`src/rtl/scbc_pkg.sv`:
```
// shared constants and types for the sdram command and bank control block
package scbc_pkg;
    localparam int BANKS = 4;
    localparam int BANK_W = 2;
    localparam int ROW_W = 13;
    localparam int COL_W = 9;
    localparam int DQ_W = 16;
    localparam int MASK_W = 2;
    localparam int SCOPE_BIT = 10;
    localparam int MASK_LAT = 2;
    localparam logic [COL_W-1:0] COL_LAST = 9'h1ff;
    localparam logic [COL_W-1:0] COL_ZERO = 9'h000;
    localparam logic [9:0] FULL_PAGE_LEN = 10'h3ff;
    typedef enum logic [3:0] {
        SCBC_NOP, SCBC_DESELECT, SCBC_ROW_OPEN, SCBC_CLOSE_ONE, SCBC_CLOSE_ALL,
        SCBC_READ, SCBC_READ_AP, SCBC_WRITE, SCBC_WRITE_AP, SCBC_MODE_SET,
        SCBC_BURST_STOP, SCBC_AUTO_REFRESH, SCBC_SELF_REFRESH, SCBC_INHIBIT
    } scbc_cmd_t;
    typedef enum logic [1:0] {SCBC_RUN, SCBC_SUSPEND, SCBC_POWER_DOWN, SCBC_SELF_REF} scbc_pwr_t;
endpackage : scbc_pkg

```
`src/rtl/scbc_decode.sv`:
```
// command decoder: chip select, strobes and clock-enable history to a command code
`timescale 1ns/10ps
module scbc_decode (
    // clock-enable history
    input wire logic cke_prev,
    input wire logic cke_now,
    // strobes, active low, and the active-high scope bit
    input wire logic cs_n,
    input wire logic ras_n,
    input wire logic cas_n,
    input wire logic we_n,
    input wire logic scope_bit,
    // result
    output scbc_pkg::scbc_cmd_t cmd
);
    always_comb begin
        cmd = scbc_pkg::SCBC_INHIBIT;
        if (!cke_prev) begin
            cmd = scbc_pkg::SCBC_INHIBIT;
        end else if (cs_n) begin
            cmd = scbc_pkg::SCBC_DESELECT;
        end else begin
            case ({ras_n, cas_n, we_n})
                3'h7: cmd = scbc_pkg::SCBC_NOP;
                3'h6: cmd = scbc_pkg::SCBC_BURST_STOP;
                3'h3: cmd = scbc_pkg::SCBC_ROW_OPEN;
                3'h2: cmd = scope_bit ? scbc_pkg::SCBC_CLOSE_ALL
                                      : scbc_pkg::SCBC_CLOSE_ONE;
                3'h5: cmd = scope_bit ? scbc_pkg::SCBC_READ_AP : scbc_pkg::SCBC_READ;
                3'h4: cmd = scope_bit ? scbc_pkg::SCBC_WRITE_AP : scbc_pkg::SCBC_WRITE;
                3'h1: cmd = cke_now ? scbc_pkg::SCBC_AUTO_REFRESH
                                    : scbc_pkg::SCBC_SELF_REFRESH;
                3'h0: cmd = scbc_pkg::SCBC_MODE_SET;
                default: cmd = scbc_pkg::SCBC_INHIBIT;
            endcase
        end
    end
endmodule : scbc_decode

```
`src/rtl/scbc_row_store.sv`:
```
// per-bank open-row store, read data registered
`timescale 1ns/10ps
module scbc_row_store #(
    parameter int DEPTH = scbc_pkg::BANKS,
    parameter int WIDTH = scbc_pkg::ROW_W
) (
    // clock
    input wire logic clock,
    // write side
    input wire logic wr_en,
    input wire logic [$clog2(DEPTH)-1:0] wr_idx,
    input wire logic [WIDTH-1:0] wr_data,
    // read side
    input wire logic [$clog2(DEPTH)-1:0] rd_idx,
    output logic [WIDTH-1:0] rd_data
);
    logic [WIDTH-1:0] mem [DEPTH];
    initial begin
        if (DEPTH < 2) $error("row store depth too small");
    end
    always_ff @(posedge clock) begin
        if (wr_en) begin
            mem[wr_idx] <= wr_data;
        end
    end
    always_ff @(posedge clock) begin
        rd_data <= mem[rd_idx];
    end
endmodule : scbc_row_store

```
`src/rtl/scbc_ctrl.sv`:
```
// sdram command decode, bank state and read burst sequencing
`timescale 1ns/10ps
// Summary of operation
// all command, address, mask inputs sampled only on the rising clock edge.
// decode uses clock enable now and one clock earlier; earlier must be high.
// four banks, each idle or active, picked by bank_select.
// row_open_command opens an idle bank and latches the row address.
// controller waits row_to_column_delay before column access.
// controller closes a bank before opening another row in it.
// controller spaces opens to one bank by row_cycle_time.
// controller spaces opens across banks by bank_to_bank_open_delay.
// precharge with scope bit low closes only the selected bank.
// precharge with scope bit high closes all banks, idle ones too.
// controller waits minimum active time before closing a bank.
// controller closes every bank before maximum active time.
// read command decoded; column on low address bits; scope bit selects auto-precharge.
// first word after cas latency, then one word every clock.
// data outputs released when a burst ends uncontinued.
// full-page burst runs until stopped, wrapping to column zero.
// output mask suppresses the word two clocks later.
// a new read replaces the running burst on any clock.
// precharge to the bank stops its read burst and closes it.
// controller raises masks two clocks before an interrupting write.
// controller leaves one released clock before the write.
// controller raises masks one clock early against internal contention.
// power-down request during a burst becomes clock suspend.
// chip select high ignores the command.
// nop, burst stop, auto refresh and self refresh entry decoded.
// a low byte mask enables output, high disables it, per lane.
module scbc_ctrl #(
    parameter int CAS_LAT = 2,
    parameter int COL_BITS = scbc_pkg::COL_W
) (
    // clock and reset
    input wire logic clock,
    input wire logic srst,
    // command pins, active low strobes
    input wire logic cke,
    input wire logic cs_n,
    input wire logic ras_n,
    input wire logic cas_n,
    input wire logic we_n,
    input wire logic [scbc_pkg::BANK_W-1:0] bank_select,
    input wire logic [scbc_pkg::ROW_W-1:0] addr,
    input wire logic [scbc_pkg::MASK_W-1:0] byte_mask,
    // mode configuration: burst length in words, full page overrides
    input wire logic [3:0] burst_len,
    input wire logic full_page,
    // array read data for the addressed column
    input wire logic [scbc_pkg::DQ_W-1:0] array_data,
    // array read address
    output logic [scbc_pkg::BANK_W-1:0] array_bank_r,
    output logic [scbc_pkg::ROW_W-1:0] array_row_r,
    output logic [COL_BITS-1:0] array_col_r,
    // data pins
    output logic [scbc_pkg::DQ_W-1:0] dq_out_r,
    output logic [scbc_pkg::DQ_W-1:0] dq_oe_r,
    // status
    output logic [scbc_pkg::BANKS-1:0] bank_active_r,
    output scbc_pkg::scbc_pwr_t power_state_r,
    output logic refresh_pulse_r,
    output logic burst_busy_r
);
    localparam int LANE_W = scbc_pkg::DQ_W / scbc_pkg::MASK_W;
    initial begin
        if (CAS_LAT < 2 || CAS_LAT > 3) $error("cas latency must be 2 or 3");
        if (COL_BITS != scbc_pkg::COL_W) $error("column width unsupported");
        if (scbc_pkg::MASK_LAT != 2) $error("mask pipeline is built for two stages");
    end

    function automatic logic is_close(input scbc_pkg::scbc_cmd_t c);
        return c == scbc_pkg::SCBC_CLOSE_ONE || c == scbc_pkg::SCBC_CLOSE_ALL;
    endfunction
    function automatic logic is_read(input scbc_pkg::scbc_cmd_t c);
        return c == scbc_pkg::SCBC_READ || c == scbc_pkg::SCBC_READ_AP;
    endfunction

    logic cke_prev_r;
    scbc_pkg::scbc_cmd_t cmd;
    logic [scbc_pkg::ROW_W-1:0] open_row;
    logic [COL_BITS-1:0] col_r;
    logic [COL_BITS-1:0] col_nxt;
    logic [9:0] left_r;
    logic [scbc_pkg::BANK_W-1:0] burst_bank_r;
    logic burst_ap_r;
    logic [CAS_LAT-1:0] valid_pipe_r;
    logic [scbc_pkg::MASK_W-1:0] mask_d1_r;
    logic [scbc_pkg::MASK_W-1:0] mask_d2_r;
    logic stop_hit;
    logic [scbc_pkg::DQ_W-1:0] word_pipe_r [CAS_LAT-1];

    always_ff @(posedge clock) begin
        if (srst) cke_prev_r <= 1'b1;
        else cke_prev_r <= cke;
    end

    scbc_decode u_decode (
        .cke_prev(cke_prev_r),
        .cke_now(cke),
        .cs_n(cs_n),
        .ras_n(ras_n),
        .cas_n(cas_n),
        .we_n(we_n),
        .scope_bit(addr[scbc_pkg::SCOPE_BIT]),
        .cmd(cmd)
    );

    // rows read back one cycle later, in step with the cas pipeline
    scbc_row_store #(.DEPTH(scbc_pkg::BANKS), .WIDTH(scbc_pkg::ROW_W)) u_rows (
        .clock(clock),
        .wr_en(cmd == scbc_pkg::SCBC_ROW_OPEN && !bank_active_r[bank_select]),
        .wr_idx(bank_select),
        .wr_data(addr),
        .rd_idx(is_read(cmd) ? bank_select : burst_bank_r),
        .rd_data(open_row)
    );

    // bank state
    always_ff @(posedge clock) begin
        if (srst) begin
            bank_active_r <= '0;
        end else if (cmd == scbc_pkg::SCBC_CLOSE_ALL) begin
            bank_active_r <= '0;
        end else if (cmd == scbc_pkg::SCBC_CLOSE_ONE) begin
            bank_active_r[bank_select] <= 1'b0;
        end else if (cmd == scbc_pkg::SCBC_ROW_OPEN) begin
            bank_active_r[bank_select] <= 1'b1;
        end else if (stop_hit && burst_ap_r && !full_page) begin
            bank_active_r[burst_bank_r] <= 1'b0;
        end
    end

    // natural end of a counted burst; held off while suspended so auto-precharge waits too
    always_comb begin
        stop_hit = burst_busy_r && left_r == 10'h001;
        if (!full_page && burst_len == 4'h0) stop_hit = burst_busy_r;
        if (power_state_r == scbc_pkg::SCBC_SUSPEND) stop_hit = 1'b0;
    end

    assign col_nxt = (col_r == scbc_pkg::COL_LAST) ? scbc_pkg::COL_ZERO
                                                   : col_r + 1'b1;

    // burst sequencer: one column per clock while busy and not suspended
    always_ff @(posedge clock) begin
        if (srst) begin
            burst_busy_r <= 1'b0;
            col_r <= '0;
            left_r <= '0;
            burst_bank_r <= '0;
            burst_ap_r <= 1'b0;
        end else if (is_read(cmd) && bank_active_r[bank_select]) begin
            burst_busy_r <= 1'b1;
            col_r <= addr[COL_BITS-1:0];
            left_r <= full_page ? scbc_pkg::FULL_PAGE_LEN : {6'h00, burst_len};
            burst_bank_r <= bank_select;
            burst_ap_r <= (cmd == scbc_pkg::SCBC_READ_AP);
        end else if (cmd == scbc_pkg::SCBC_BURST_STOP || cmd == scbc_pkg::SCBC_CLOSE_ALL
                     || (cmd == scbc_pkg::SCBC_CLOSE_ONE && bank_select == burst_bank_r)) begin
            burst_busy_r <= 1'b0;
        end else if (burst_busy_r && power_state_r != scbc_pkg::SCBC_SUSPEND) begin
            col_r <= col_nxt;
            if (!full_page) begin
                left_r <= left_r - 10'h001;
                if (stop_hit) burst_busy_r <= 1'b0;
            end
        end
    end

    // a fetch for the current column enters the cas pipeline each busy cycle outside suspend with no close or burst stop
    always_ff @(posedge clock) begin
        if (srst) begin
            array_bank_r <= '0;
            array_row_r <= '0;
            array_col_r <= '0;
            valid_pipe_r <= '0;
        end else begin
            array_bank_r <= burst_bank_r;
            array_row_r <= open_row;
            array_col_r <= col_r;
            // the fetch on a new read's edge still belongs to the old burst
            valid_pipe_r <= {valid_pipe_r[CAS_LAT-2:0],
                             burst_busy_r && power_state_r != scbc_pkg::SCBC_SUSPEND};
            if (is_close(cmd) || cmd == scbc_pkg::SCBC_BURST_STOP) valid_pipe_r <= '0;
        end
    end

    // array words wait here so each meets its enable from the cas pipeline
    always_ff @(posedge clock) begin
        word_pipe_r[0] <= array_data;
        for (int i = 1; i < CAS_LAT - 1; i++) begin
            word_pipe_r[i] <= word_pipe_r[i-1];
        end
    end

    // mask pipeline: two clocks of latency on the output enable
    always_ff @(posedge clock) begin
        if (srst) begin
            mask_d1_r <= '1;
            mask_d2_r <= '1;
        end else begin
            mask_d1_r <= byte_mask;
            mask_d2_r <= mask_d1_r;
        end
    end

    generate
        for (genvar g = 0; g < scbc_pkg::MASK_W; g++) begin : g_lane
            always_ff @(posedge clock) begin
                if (srst) begin
                    dq_out_r[g*LANE_W +: LANE_W] <= '0;
                    dq_oe_r[g*LANE_W +: LANE_W] <= '0;
                end else begin
                    dq_out_r[g*LANE_W +: LANE_W] <= word_pipe_r[CAS_LAT-2][g*LANE_W +: LANE_W];
                    // released when no word is due, masked lane off
                    dq_oe_r[g*LANE_W +: LANE_W] <=
                        {LANE_W{valid_pipe_r[CAS_LAT-1] && !mask_d2_r[g]}};
                end
            end
        end
    endgenerate

    // power state: a power-down request during a burst becomes suspend
    always_ff @(posedge clock) begin
        if (srst) begin
            power_state_r <= scbc_pkg::SCBC_RUN;
            refresh_pulse_r <= 1'b0;
        end else begin
            refresh_pulse_r <= (cmd == scbc_pkg::SCBC_AUTO_REFRESH);
            case (power_state_r)
                scbc_pkg::SCBC_RUN: begin
                    if (cmd == scbc_pkg::SCBC_SELF_REFRESH) begin
                        power_state_r <= scbc_pkg::SCBC_SELF_REF;
                    end else if (cke_prev_r && !cke) begin
                        power_state_r <= burst_busy_r ? scbc_pkg::SCBC_SUSPEND
                                                      : scbc_pkg::SCBC_POWER_DOWN;
                    end
                end
                scbc_pkg::SCBC_SUSPEND, scbc_pkg::SCBC_POWER_DOWN,
                scbc_pkg::SCBC_SELF_REF: begin
                    if (cke) power_state_r <= scbc_pkg::SCBC_RUN;
                end
                default: power_state_r <= scbc_pkg::SCBC_RUN;
            endcase
        end
    end

    // checks
    open_bank_a: assert property (@(posedge clock) disable iff (srst)
        cmd == scbc_pkg::SCBC_ROW_OPEN |=> bank_active_r[$past(bank_select)])
        else $error("row open did not activate bank");
    close_all_a: assert property (@(posedge clock) disable iff (srst)
        cmd == scbc_pkg::SCBC_CLOSE_ALL |=> bank_active_r == '0)
        else $error("close all left a bank open");
    close_one_a: assert property (@(posedge clock) disable iff (srst)
        cmd == scbc_pkg::SCBC_CLOSE_ONE |=> !bank_active_r[$past(bank_select)])
        else $error("single close left bank open");
    deselect_a: assert property (@(posedge clock) disable iff (srst)
        cs_n && cke_prev_r |-> cmd == scbc_pkg::SCBC_DESELECT)
        else $error("deselected command decoded");
    cke_gate_a: assert property (@(posedge clock) disable iff (srst)
        !cke_prev_r |-> cmd == scbc_pkg::SCBC_INHIBIT)
        else $error("command taken with low earlier clock enable");
    mask_lat_a: assert property (@(posedge clock) disable iff (srst)
        byte_mask[0] |-> ##3 !dq_oe_r[0])
        else $error("masked lane driven");
    read_stop_a: assert property (@(posedge clock) disable iff (srst)
        cmd == scbc_pkg::SCBC_CLOSE_ALL |=> !burst_busy_r ##1 valid_pipe_r == '0)
        else $error("precharge did not end burst");
    page_wrap_a: assert property (@(posedge clock) disable iff (srst)
        burst_busy_r && full_page && col_r == scbc_pkg::COL_LAST && !is_read(cmd)
        && cmd == scbc_pkg::SCBC_NOP && power_state_r == scbc_pkg::SCBC_RUN
        |=> col_r == scbc_pkg::COL_ZERO)
        else $error("full page did not wrap");
    suspend_a: assert property (@(posedge clock) disable iff (srst)
        power_state_r == scbc_pkg::SCBC_RUN && burst_busy_r && cke_prev_r && !cke
        && cmd != scbc_pkg::SCBC_SELF_REFRESH |=> power_state_r == scbc_pkg::SCBC_SUSPEND)
        else $error("power down entered during burst");
    cut_one_a: assert property (@(posedge clock) disable iff (srst)
        burst_busy_r && cmd == scbc_pkg::SCBC_CLOSE_ONE && bank_select == burst_bank_r
        |=> !burst_busy_r && valid_pipe_r == '0)
        else $error("bank close did not cut its burst");
    stop_cmd_a: assert property (@(posedge clock) disable iff (srst)
        cmd == scbc_pkg::SCBC_BURST_STOP |=> !burst_busy_r)
        else $error("burst stop left burst running");
    release_a: assert property (@(posedge clock) disable iff (srst)
        !valid_pipe_r[CAS_LAT-1] |=> dq_oe_r == '0)
        else $error("data driven with no word due");
    mask_hi_a: assert property (@(posedge clock) disable iff (srst)
        byte_mask[1] |-> ##3 !dq_oe_r[scbc_pkg::DQ_W-1])
        else $error("masked upper lane driven");
    lane_on_a: assert property (@(posedge clock) disable iff (srst)
        valid_pipe_r[CAS_LAT-1] && !mask_d2_r[0] |=> dq_oe_r[0])
        else $error("unmasked lane not driven");
    refresh_a: assert property (@(posedge clock) disable iff (srst)
        cmd == scbc_pkg::SCBC_AUTO_REFRESH |=> refresh_pulse_r)
        else $error("auto refresh not signalled");
    idle_read_a: assert property (@(posedge clock) disable iff (srst)
        is_read(cmd) && !bank_active_r[bank_select] && !burst_busy_r |=> !burst_busy_r)
        else $error("read to idle bank started a burst");
    read_cover_c: cover property (@(posedge clock) disable iff (srst)
        cmd == scbc_pkg::SCBC_READ ##[1:4] dq_oe_r != '0);
    interrupt_cover_c: cover property (@(posedge clock) disable iff (srst)
        burst_busy_r && cmd == scbc_pkg::SCBC_READ);
    suspend_cover_c: cover property (@(posedge clock) disable iff (srst)
        power_state_r == scbc_pkg::SCBC_SUSPEND);
    wrap_cover_c: cover property (@(posedge clock) disable iff (srst)
        burst_busy_r && full_page && col_r == scbc_pkg::COL_LAST);
endmodule : scbc_ctrl

```
`config.mk`:
```
export PLATFORM = sky130hd
export DESIGN_NAME = scbc_ctrl
export DESIGN_NICKNAME = d
export VERILOG_FILES = /design/src/rtl/scbc_pkg.sv /design/src/rtl/scbc_decode.sv /design/src/rtl/scbc_row_store.sv /design/src/rtl/scbc_ctrl.sv
export SDC_FILE = /design/constraint.sdc
export NUM_CORES = 1
export LEC_CHECK = 0
export BUFFER_PORTS_ARGS = -buffer_cell sky130_fd_sc_hd__clkbuf_2
export CAP_MARGIN = 20
export CORE_MARGIN = 2
export CORE_UTILIZATION = 51
export CTS_BUF_LIST = sky130_fd_sc_hd__clkbuf_4
export DETAILED_ROUTE_END_ITERATION = 7
export PLACE_DENSITY = 0.74
export SETUP_SLACK_MARGIN = 0.02
export SYNTH_ARGS = -nofsm -noshare
export SYNTH_HDL_FRONTEND = slang
export SYNTH_SLANG_ARGS = --single-unit
export TNS_END_PERCENT = 30
```
`constraint.sdc`:
```
create_clock -name clock -period 6.45 [get_ports clock]
set_clock_uncertainty 0.2 [all_clocks]
set_input_delay 0 -clock clock [delete_from_list [all_inputs] [get_ports clock]]
set_output_delay 0 -clock clock [all_outputs]
set_load 0.03 [all_outputs]
```
-- Word level (Yosys, flattened, before mapping)
Memories as Yosys holds them, arrays and structs flattened. A register that Yosys moved wholly into a read port is not among the register bits.
Index checks and enable logic that the tools add are counted.
- register bits: 63
- RAM bits: 68
- input bits: 45
- logic and storage cells: 134
- memories: 2
- memory list (memory ; depth ; bits a word ; read ports ; clocked after Yosys merged registers in ; wr ports ; RTL line ; text):
    u_rows.mem ; 4 ; 13 ; 1 ; 1 ; 1 ; scbc_row_store.sv:17 ; logic [WIDTH-1:0] mem [DEPTH];
    word_pipe_r ; 1 ; 16 ; 1 ; 1 ; 1 ; scbc_ctrl.sv:90 ; logic [scbc_pkg::DQ_W-1:0] word_pipe_r [CAS_LAT-1];
- add/sub/neg operators: 2
- $lt $le $gt $ge: 4
- eq/ne operators: 27
- mux-type cells: 40
- bitwise logic cells: 5
- reductions and logical operators: 37
- operators by type and width (kind ; number):
    10-bit two-way mux ; 5
    9-bit two-way mux ; 4
    4-bit case mux with 8 select lines ; 1
    4-bit two-way mux ; 6
    1-bit logical AND ; 13
    3-bit == test, second input constant ; 4
    4-bit by 3-bit == test with 1-bit output, second input constant ; 3
    4-bit == test, second input constant ; 3
    1-bit two-way mux ; 12
    2-bit two-way mux ; 6
    10-bit by 1-bit == test with 1-bit output, second input constant ; 1
    10-bit by 1-bit subtractor with 10-bit output, second input constant ; 1
    9-bit by 1-bit adder with 9-bit output, second input constant ; 1
    9-bit == test, second input constant ; 1
    3-bit nonzero test ; 3
    4-bit AND ; 2
    4-bit by 2-bit == test with 1-bit output, second input constant ; 2
    4-bit inverter ; 2
    3-bit by 2-bit == test with 1-bit output, second input constant ; 2
    2-bit by 3-bit < comparator with 1-bit output, second input constant ; 2
    3-bit two-way mux ; 2
    3-bit AND reduction ; 2
    1-bit zero test ; 5
    1-bit logical OR ; 5
    other kinds (20) ; 27

-- Logic depth before layout (Yosys ltp)
Gate-level depths: netlist of run 1.
- depth in word-level cells: 9
- gate-level depth with buffers: 9

-- Modules after synthesis
From an unflattened synthesis of run 1, not the netlist that was laid out.
- cells, all modules: 482
- area total of the unflattened synthesis: 5992.0 µm²
- modules (own cells, without submodules) (module ; instances ; cells each ; area each (µm²)):
    scbc_ctrl ; 1 ; 375 ; 3667.3
    scbc_row_store ; 1 ; 84 ; 2173.3
    scbc_decode ; 1 ; 23 ; 151.4

-- Worst setup path after synthesis of run 1
Ideal clock, no wire load.
- path kind: input port to flip-flop
- from: input port cas_n
- to: memory u_rows.mem[2][0] (netlist name) (enable)
- arrival time: 2.635 ns
- path slack: 3.193 ns
- stages on the path: 7
- cell sequence: buf_2 > or3b_2 > a21oi_1 > o311ai_2 > inv_1 > nand2_1 > nor4b_1
- cells in the longest elaborated chain, start to end: 8
- elaborated cells on any way between the ends: 15
- those cells by class: 8 x eq/ne; 5 x mux; 2 x reduce/logical
- ends and longest elaborated chain (what ; RTL line ; text):
    from (decl) ; scbc_ctrl.sv:41 ; input wire logic cas_n,
    3-bit by 1-bit == test with 1-bit output (tied with other cells) ; scbc_decode.sv:23 ; case ({ras_n, cas_n, we_n})
    4-bit case mux with 8 select lines (*) ; scbc_decode.sv:23 ;
    4-bit two-way mux (*) ; scbc_decode.sv:20 ; end else if (cs_n) begin
    4-bit two-way mux (*) ; scbc_decode.sv:18 ; if (!cke_prev) begin
    4-bit by 2-bit == test with 1-bit output (*) ; scbc_ctrl.sv:111 ; .wr_en(cmd == scbc_pkg::SCBC_ROW_OPEN && !bank_active_r[bank_select]),
    1-bit logical AND (*) ; scbc_ctrl.sv:111 ;
    1-bit two-way mux (*) ; scbc_row_store.sv:22 ; if (wr_en) begin
    1-bit two-way mux (implied by the code) (*) ; scbc_row_store.sv:23 ; mem[wr_idx] <= wr_data;
    to (decl) ; scbc_row_store.sv:17 ;
Every way passes the cells marked *; elsewhere a longest branch is shown, timed or not.

-- Worst setup path after layout of run 1
- from: register cke_prev_r
- to: register left_r[1]
- cells in the longest elaborated chain, start to end: 6
- elaborated cells on any way between the ends: 16
- those cells by class: 7 x eq/ne; 2 x mux; 7 x reduce/logical
- ends and longest elaborated chain (what ; RTL line ; text):
    from (decl) ; scbc_ctrl.sv:78 ; logic cke_prev_r;
    from (signal assigned) ; scbc_ctrl.sv:94 ; else cke_prev_r <= cke;
    4-bit two-way mux (*) ; scbc_decode.sv:18 ;
    4-bit by 3-bit == test with 1-bit output (tied with other cells) ; scbc_ctrl.sv:75 ; return c == scbc_pkg::SCBC_READ || c == scbc_pkg::SCBC_READ_AP;
    1-bit logical OR (tied with other cells) ; scbc_ctrl.sv:75 ;
    1-bit logical AND or 1-bit logical OR (tied branches) ; scbc_ctrl.sv:151, scbc_ctrl.sv:158 ;
    2-bit by 1-bit != test with 1-bit output (no source line) (tied with other cells) ; -- ;
    3-bit AND reduction (no source line) ; -- ;
    to (signal assigned) ; scbc_ctrl.sv:154 ; left_r <= full_page ? scbc_pkg::FULL_PAGE_LEN : {6'h00, burst_len};
    to (signal assigned) ; scbc_ctrl.sv:163 ; left_r <= left_r - 10'h001;
    to (decl) ; scbc_ctrl.sv:83 ; logic [9:0] left_r;
Marks and branches as above.
A chain may end at the register's enable or synchronous reset.

==> flow_summary.toml, run 1 <==
[setup_path]
path_delay_family = "buffers and inverters"
cp_slowest_stage_delay_ns = 0.59
crit_path_max_fanout = 35
cp_common_cell = "dlygate4sd3_1"
crit_path_cell_trace = "nor2b_1, nand4_1, buf_4, nor3_1, dlygate4sd3_1, nor2_1, o31ai_1, dlygate4sd3_1, a31oi_1, dlygate4sd3_1"
r2r_start = "cke_prev_r$_SDFF_PP1_"
cp_num_buf_inv = 4
critPathLaunchType = "register"
critPathLaunch = "cke_prev_r$_SDFF_PP1_"
crit_path_end = "left_r[1]$_SDFFE_PP0P_"
cp.arrival_ns = 4.09
r2r_slack_ns = 2.61
path_depth = 10
critPathKind = "register to register"
cp-end-kind = "register"
worstPathRequired_ns = 6.70
worstReg2RegEnd = "left_r[1]$_SDFFE_PP0P_"
r2r_cells = 10
cpMaxStageDelayCell = "dlygate4sd3_1"

[yosys]
syn_inst = 517
syn-cell-area_um2 = 6010
synth_common_cells = "dfxtp_1, edfxtp_1, nor2b_1"
synth_edf_count = 52
synth-warning-count = 0
synth.area.top_cells = "dfxtp_1, edfxtp_1, nor2b_1"
ys_ff_latch = 160
async_flop_share_pct = 0
synthFlopType = "dfxtp_1"
yosysTopAreaCell = "dfxtp_1"
synth_nets = 566
synth.most_common_cell = "dfxtp_1"
yosysTopAreaCellShare_pct = 35.9
ys_seq_area_share_pct = 61.9
yosysUniqueCellTypes = 61
syn_area_per_cell_um2 = 11.6

[grt]
overflow = 0
grt_max_degree = 73
grt_pass1_vias = 4334
grt_pass1_wl_mm = 20.6
antenna_found_initial = 0
grtUsageTotal_pct = 20.4

[place]
globalplace.congestion = 0.851
io_buffers = 108
dp_hpwl_mm = 7.60
pre_cts_ws_ns = 3.37

[cts]
clk_path_buf_depth = 2
ctsHoldBuffers = 77
clkLatencyLatePin_ns = 0.56
ctsHtreeMaxLevel = 4
cts_root_buf = "clkbuf_4"
cts_tree = "built"
post_cts_buffers = 0
clk_pin_slew_worst_paths_ns = 0.14
post_cts_resized = 0
clkSinkCount = 160
cts_buffers = 17

[min_path]
min_path_cells = 2
min_path_type = "input port to register"

[cells_and_area]
syn2layout_area_growth_pct = 28.2
fin_util_pct = 67.2
fillCellCount = 867
drive_above_1_share_pct = 24.6
ff_latch_area_um2 = 3720
diodes = 0
multi_input_area_um2 = 2050
nets = 736

[run]
maxCapViolCount = 0

[power]
clkPwrFrac_pct = 36.0
p_comb_share_pct = 7.1
ir_drop_v = 0.000253
switching_power_uw = 435
fin_total_pwr_mw = 1.87
p_seq_share_pct = 56.9
leakagePower_nw = 3.09
swShare_pct = 23.2
p_per_area_nw_per_um2 = 243
internal_power_mw = 1.44

[floorplan]
num_rows = 39
io_pins = 109
fp.dieH_um = 113
dieArea_um2 = 12700
start_util_pct = 52.4
core_um2 = 11500
die_w_um = 113

[timing]
slew_violations = 0
tns_ns = 0
setup_viol = 0
slew_headroom_pct = 47.7
rsz0062_at_grt = "false"
setup_ws_ns = 2.61
hold_violations = 0
finalCritPeriodShare_pct = 59.6
max_freq_ghz = 0.260
fin_crit_ns = 3.84
worst_pin_slew_ns = 0.777

[detailed_routing]
drtAntennaViolNets = 0
vias = 4413
wl_per_cell_um = 14.8
wl_mm = 12.5
viasPerCell = 5.23
drtPass1Iterations = 4
drt-initial-drc-count = 307
drcViolationCount = 0

[status]
outcome = "complete, no violations"
[power groups by stage]
stage / clock network, mW / logic (mW) / registers, mW
after detailed placement: 0 / 0.0992 / 1.09
after floorplan: 0 / 0.0419 / 1.11
after CTS: 0.692 / 0.131 / 1.07
final: 0.675 / 0.132 / 1.07
after global routing: 0.730 / 0.143 / 1.07
after global placement: 0 / 0.0965 / 1.09
[per-stage QoR]
step / instances / area, um^2 / hold WS, ns
floorplan: 517 / 6010 / -0.172
global placement: 732 / 6580 / -0.0966
detailed placement: 732 / 6580 / -0.0961
CTS: 841 / 7690 / 0.00813
global route: 843 / 7710 / 0.0285
finish: 843 / 7710 / 0.0486
[worst min-delay path by stage]
stage	startpoint	endpoint	slack (ns)
2_1_floorplan	array_data[0]	word_pipe_r[0][0]$_DFF_P_	-0.17
3_3_place_gp	array_data[13]	word_pipe_r[0][13]$_DFF_P_	-0.1
3_5_place_dp	array_data[13]	word_pipe_r[0][13]$_DFF_P_	-0.1
4_1_cts	addr[3]	u_rows.mem[1][3]$_DFFE_PP_	0.008
5_1_grt	addr[5]	u_rows.mem[3][5]$_DFFE_PP_	0.03
6_report	addr[5]	u_rows.mem[0][5]$_DFFE_PP_	0.05
[area by class of cell]
class | instances | share of cell area, %
flip-flops and latches | 160 | 48.3
inverters | 10 | 0.487
repair buffers | 193 | 17.9
clock buffers | 18 | 1.75
clock inverters | 14 | 2.66
well taps | 143 | 2.32
multi-input cells | 305 | 26.6
[cell usage in the layout, fill, tap and decap left out, types with 6 or more instances in the layout]
cell type,synthesis,final
a211oi_1,22,22
a21oi_1,28,28
a311oi_1,6,6
a31oi_1,7,7
buf_4,16,6
clkbuf_2,0,108
clkbuf_4,0,18
dfxtp_1,108,108
dlygate4sd3_1,0,77
edfxtp_1,52,52
inv_1,9,9
mux2i_1,18,16
nand2_1,19,19
nand2b_1,9,9
nor2_1,37,37
nor2b_1,52,52
nor3_1,10,8
o21ai_0,10,10
or2_2,6,6
[metal layers]
metal | up-vias | wire, um | global-route usage (%)
met3 | 19 | 586 | 5.24
li1 | 2195 | - | -
met5 | - | 0 | 0
met2 | 117 | 6430 | 35.0
met1 | 2082 | 5240 | 24.5
met4 | 0 | 235 | 8.29
[kinds of logic (layout without fill, tap and decap cells)]
logic type | count (synthesis) | count (layout) | synth area share (%)
AO/OA/AOI/OAI | 98 | 98 | 11.2
XOR/XNOR | 6 | 6 | 0.874
adder cells (fa/ha/maj) | 4 | 4 | 0.832
buffers and inverters | 52 | 235 | 4.64
flip-flops | 160 | 160 | 61.9
multiplexers | 19 | 19 | 3.37
AND/OR/NAND/NOR | 178 | 178 | 17.1
[registers in the layout (all words and copies together) (netlist names)]
register and flops:
mask_d1_r 2, dq_oe_r 2, valid_pipe_r 2, burst_ap_r 1
burst_bank_r 2, array_bank_r 2, u_rows.rd_data 13, burst_busy_r 1
col_r 9, array_row_r 13, mask_d2_r 2, bank_active_r 4
word_pipe_r 16, cke_prev_r 1, u_rows.mem 52, array_col_r 9
left_r 10, dq_out_r 16, power_state_r 2, refresh_pulse_r 1
(Power assumes the default switching activity.)
==> run 2: changes to the inputs <==
--- a/config.mk
+++ b/config.mk
@@ -5,13 +5,14 @@
 export SDC_FILE = /design/constraint.sdc
 export NUM_CORES = 1
 export LEC_CHECK = 0
+export ABC_AREA = 1
 export BUFFER_PORTS_ARGS = -buffer_cell sky130_fd_sc_hd__clkbuf_2
 export CAP_MARGIN = 20
 export CORE_MARGIN = 2
 export CORE_UTILIZATION = 51
 export CTS_BUF_LIST = sky130_fd_sc_hd__clkbuf_4
 export DETAILED_ROUTE_END_ITERATION = 7
-export PLACE_DENSITY = 0.74
+export PLACE_DENSITY = 0.76
 export SETUP_SLACK_MARGIN = 0.02
 export SYNTH_ARGS = -nofsm -noshare
 export SYNTH_HDL_FRONTEND = slang
==> constraint.sdc (replaced) <==
create_clock -name clock -period 3.47 [get_ports clock]
set_clock_uncertainty 0.2 [all_clocks]
set_input_delay 0 -clock clock [delete_from_list [all_inputs] [get_ports clock]]
set_output_delay 0 -clock clock [all_outputs]
set_load 0.03 [all_outputs]
==> run 2 against run 1 <==
Setup slack got worse by 2.4 ns. Wire length is 8.7% higher. Via count up 20%. Cell count is 34% higher. Utilization decreased by 1.7 points. Count of clock-buffer cells in the layout unchanged. Critical path type is now input port to register. Highest routed layer unchanged.
==> flow_summary.toml, run 2 <==
[cells_and_area]
drive_above_1_share_pct = 19.9
syn2layout_area_growth_pct = 25.9
fillCellCount = 1107
final_cell_mix = "nand2_1, nor2_1, dfxtp_1, clkbuf_2, dlygate4sd3_1"
regMostFlops = "u_rows.mem"
largest_reg_flops = 52
nets = 995
diodes = 0
ff_latch_area_um2 = 3720
final_common_cell = "nand2_1"
finalNonFillerCells = 1131
top_regs = "u_rows.mem (52), dq_out_r (16), word_pipe_r (16)"
multi_input_area_um2 = 2290

[min_path]
hp-start = "addr[6]"
min_path_type = "input port to register"

[power]
p_per_area_nw_per_um2 = 438
switching_power_uw = 853
clkPwrFrac_pct = 35.7
p_seq_share_pct = 55.1
ir_drop_v = 0.000324
swShare_pct = 23.6
leakagePower_nw = 3.95
internal_power_mw = 2.77
p_comb_share_pct = 9.2

[cts]
cts_tree = "built"
cts_buffers = 17
post_cts_buffers = 0
cts_root_buf = "clkbuf_4"
post_cts_resized = 0
ctsHoldBuffers = 78
ctsHtreeMaxLevel = 4
clkLatencyLatePin_ns = 0.53
clk_pin_slew_worst_paths_ns = 0.13
clkSinkCount = 160
clk_path_buf_depth = 2

[place]
dp_hpwl_mm = 8.43
pre_cts_ws_ns = 0.982
dp.cells = 1021
io_buffers = 108
globalplace.congestion = 0.885

[yosys]
yosysTopAreaCell = "dfxtp_1"
synth.area.top_cells = "dfxtp_1, edfxtp_1, nand2_1"
synth_common_cells = "nand2_1, nor2_1, dfxtp_1"
ys_seq_area_share_pct = 56.7
syn_area_per_cell_um2 = 8.53
synth_nets = 819
synthFlopType = "dfxtp_1"
ys_ff_latch = 160
syn_inst = 770
syn-cell-area_um2 = 6570
yosysTopAreaCellShare_pct = 32.9
synth-warning-count = 0
async_flop_share_pct = 0
synth.most_common_cell = "nand2_1"
synth_edf_count = 52
yosysUniqueCellTypes = 39

[setup_path]
critPathKind = "input port to register"
critPathLaunchType = "input port"
cpMaxStageDelayCell = "dlygate4sd3_1"
cp-end-kind = "register"
critPathLaunch = "ras_n"
cp.arrival_ns = 3.47
cp_common_cell = "nor2_1"
r2r_start = "cke_prev_r$_SDFF_PP1_"
cp_slowest_stage_delay_ns = 0.57
worstPathRequired_ns = 3.72
crit_path_cell_trace = "dlygate4sd3_1, clkbuf_2, nand3_2, dlygate4sd3_1, nand2_1, nor2_1, dlygate4sd3_1, nor2_1, nand3_1, nor2_1, nor2_2, and2_4, nand2_2, nor2_1, dlygate4sd3_1, nor2_1"
crit_path_max_fanout = 10

[floorplan]
die_w_um = 117
dieArea_um2 = 13800
num_rows = 41
start_util_pct = 52.1
core_um2 = 12600
io_pins = 109
fp.dieH_um = 117

[timing]
finalCritPeriodShare_pct = 93.0
slew_headroom_pct = 59.9
rsz0062_at_grt = "false"
fin_crit_ns = 3.23
max_freq_ghz = 0.310
hold_violations = 0
slew_violations = 0
setup_viol = 0
tns_ns = 0
worst_pin_slew_ns = 0.597
setup_ws_ns = 0.242

[detailed_routing]
wl_per_cell_um = 12.0
drtAntennaViolNets = 0
drt-initial-drc-count = 342
drcViolationCount = 0
viasPerCell = 4.69
vias = 5300
drtPass1Iterations = 5
wl_mm = 13.6

[grt]
grt_max_degree = 35
grtUsageTotal_pct = 20.6
antenna_found_initial = 0
grt_pass1_vias = 4963
grt_pass1_wl_mm = 23.0
overflow = 0

[run]
maxCapViolCount = 0

[status]
outcome = "complete, no violations"
## run 2: cell types whose count changed in the layout (fill, tap and decap cells not counted), moves of 9 or more
cell | previous run | this run
inv_1 | 9 | 74
nand2b_1 | 9 | 0
nand2_1 | 19 | 217
mux2i_1 | 16 | 0
nand3_1 | 4 | 52
a21oi_1 | 28 | 15
nor2_1 | 37 | 110
nor2b_1 | 52 | 0
a211oi_1 | 22 | 0
## run 2: kinds of logic (layout without fill, tap and decap cells)
group           Yosys count  after routing  share of synthesized area (%)
simple gates            430            430                           29.0
flops                   160            160                           56.7
buf+inv                 120            309                           8.48
compound gates           46             46                           3.79
xor+xnor                 10             10                           1.33
fa+ha+maj                 4              4                          0.762
## run 2: area by class of cell
type | count | area share (%)
clock buffer | 18 | 1.63
clock inverter | 14 | 2.56
inverter | 84 | 3.83
multi-input combinational | 490 | 27.7
sequential | 160 | 45.0
tap | 172 | 2.60
timing repair buffer | 193 | 16.6
## run 2: worst paths after layout
kind / slack (ns) / to / cells past startpoint
worst max register to register: 0.62 / left_r[0]$_SDFFE_PP0P_ / 12
worst max-delay path: 0.24 / left_r[0]$_SDFFE_PP0P_ / 16
worst min register to register: 0.20 / dq_oe_r[8]$_SDFF_PP0_ / 1
worst min-delay path: 0.08 / u_rows.mem[2][6]$_DFFE_PP_ / 2
## run 2: per-stage QoR
stage / hold slack [ns] / util, % / power, mW / area, um^2
6_report: 0.0763 / 65.5 / 3.62 / 8270
5_1_grt: 0.0319 / 65.5 / 3.77 / 8270
4_1_cts: 0.0309 / 65.5 / 3.64 / 8270
3_5_place_dp: -0.0961 / 56.6 / 2.30 / 7140
3_3_place_gp: -0.0974 / 56.6 / 2.30 / 7140
2_1_floorplan: -0.172 / - / 2.22 / 6570
## run 2: routing by layer
layer  part of all wire [%]  vias to the layer above  GRT usage (%)  routed length (um)
li1                       -                     2769              -                   -
met1                     45                     2390           25.6                6070
met2                     50                      132           35.5                6760
met3                    4.5                        9           5.18                 611
met4                   0.93                        0           6.10                 126
met5                      0                        -              0                   0
## run 2: critical path, delay by kind of cell
| kind | cells | cell delay [ns] |
|---|---|---|
| buf+inv | 5 | 2.34 |
| simple gates | 11 | 1.13 |
## run 2: power by group through the flow
stage | Clock, mW | Combinational [mW] | Sequential (mW)
2_1_floorplan | 0 | 0.140 | 2.08
3_3_place_gp | 0 | 0.261 | 2.03
3_5_place_dp | 0 | 0.265 | 2.04
4_1_cts | 1.31 | 0.331 | 1.99
5_1_grt | 1.40 | 0.370 | 2.00
6_report | 1.29 | 0.334 | 1.99
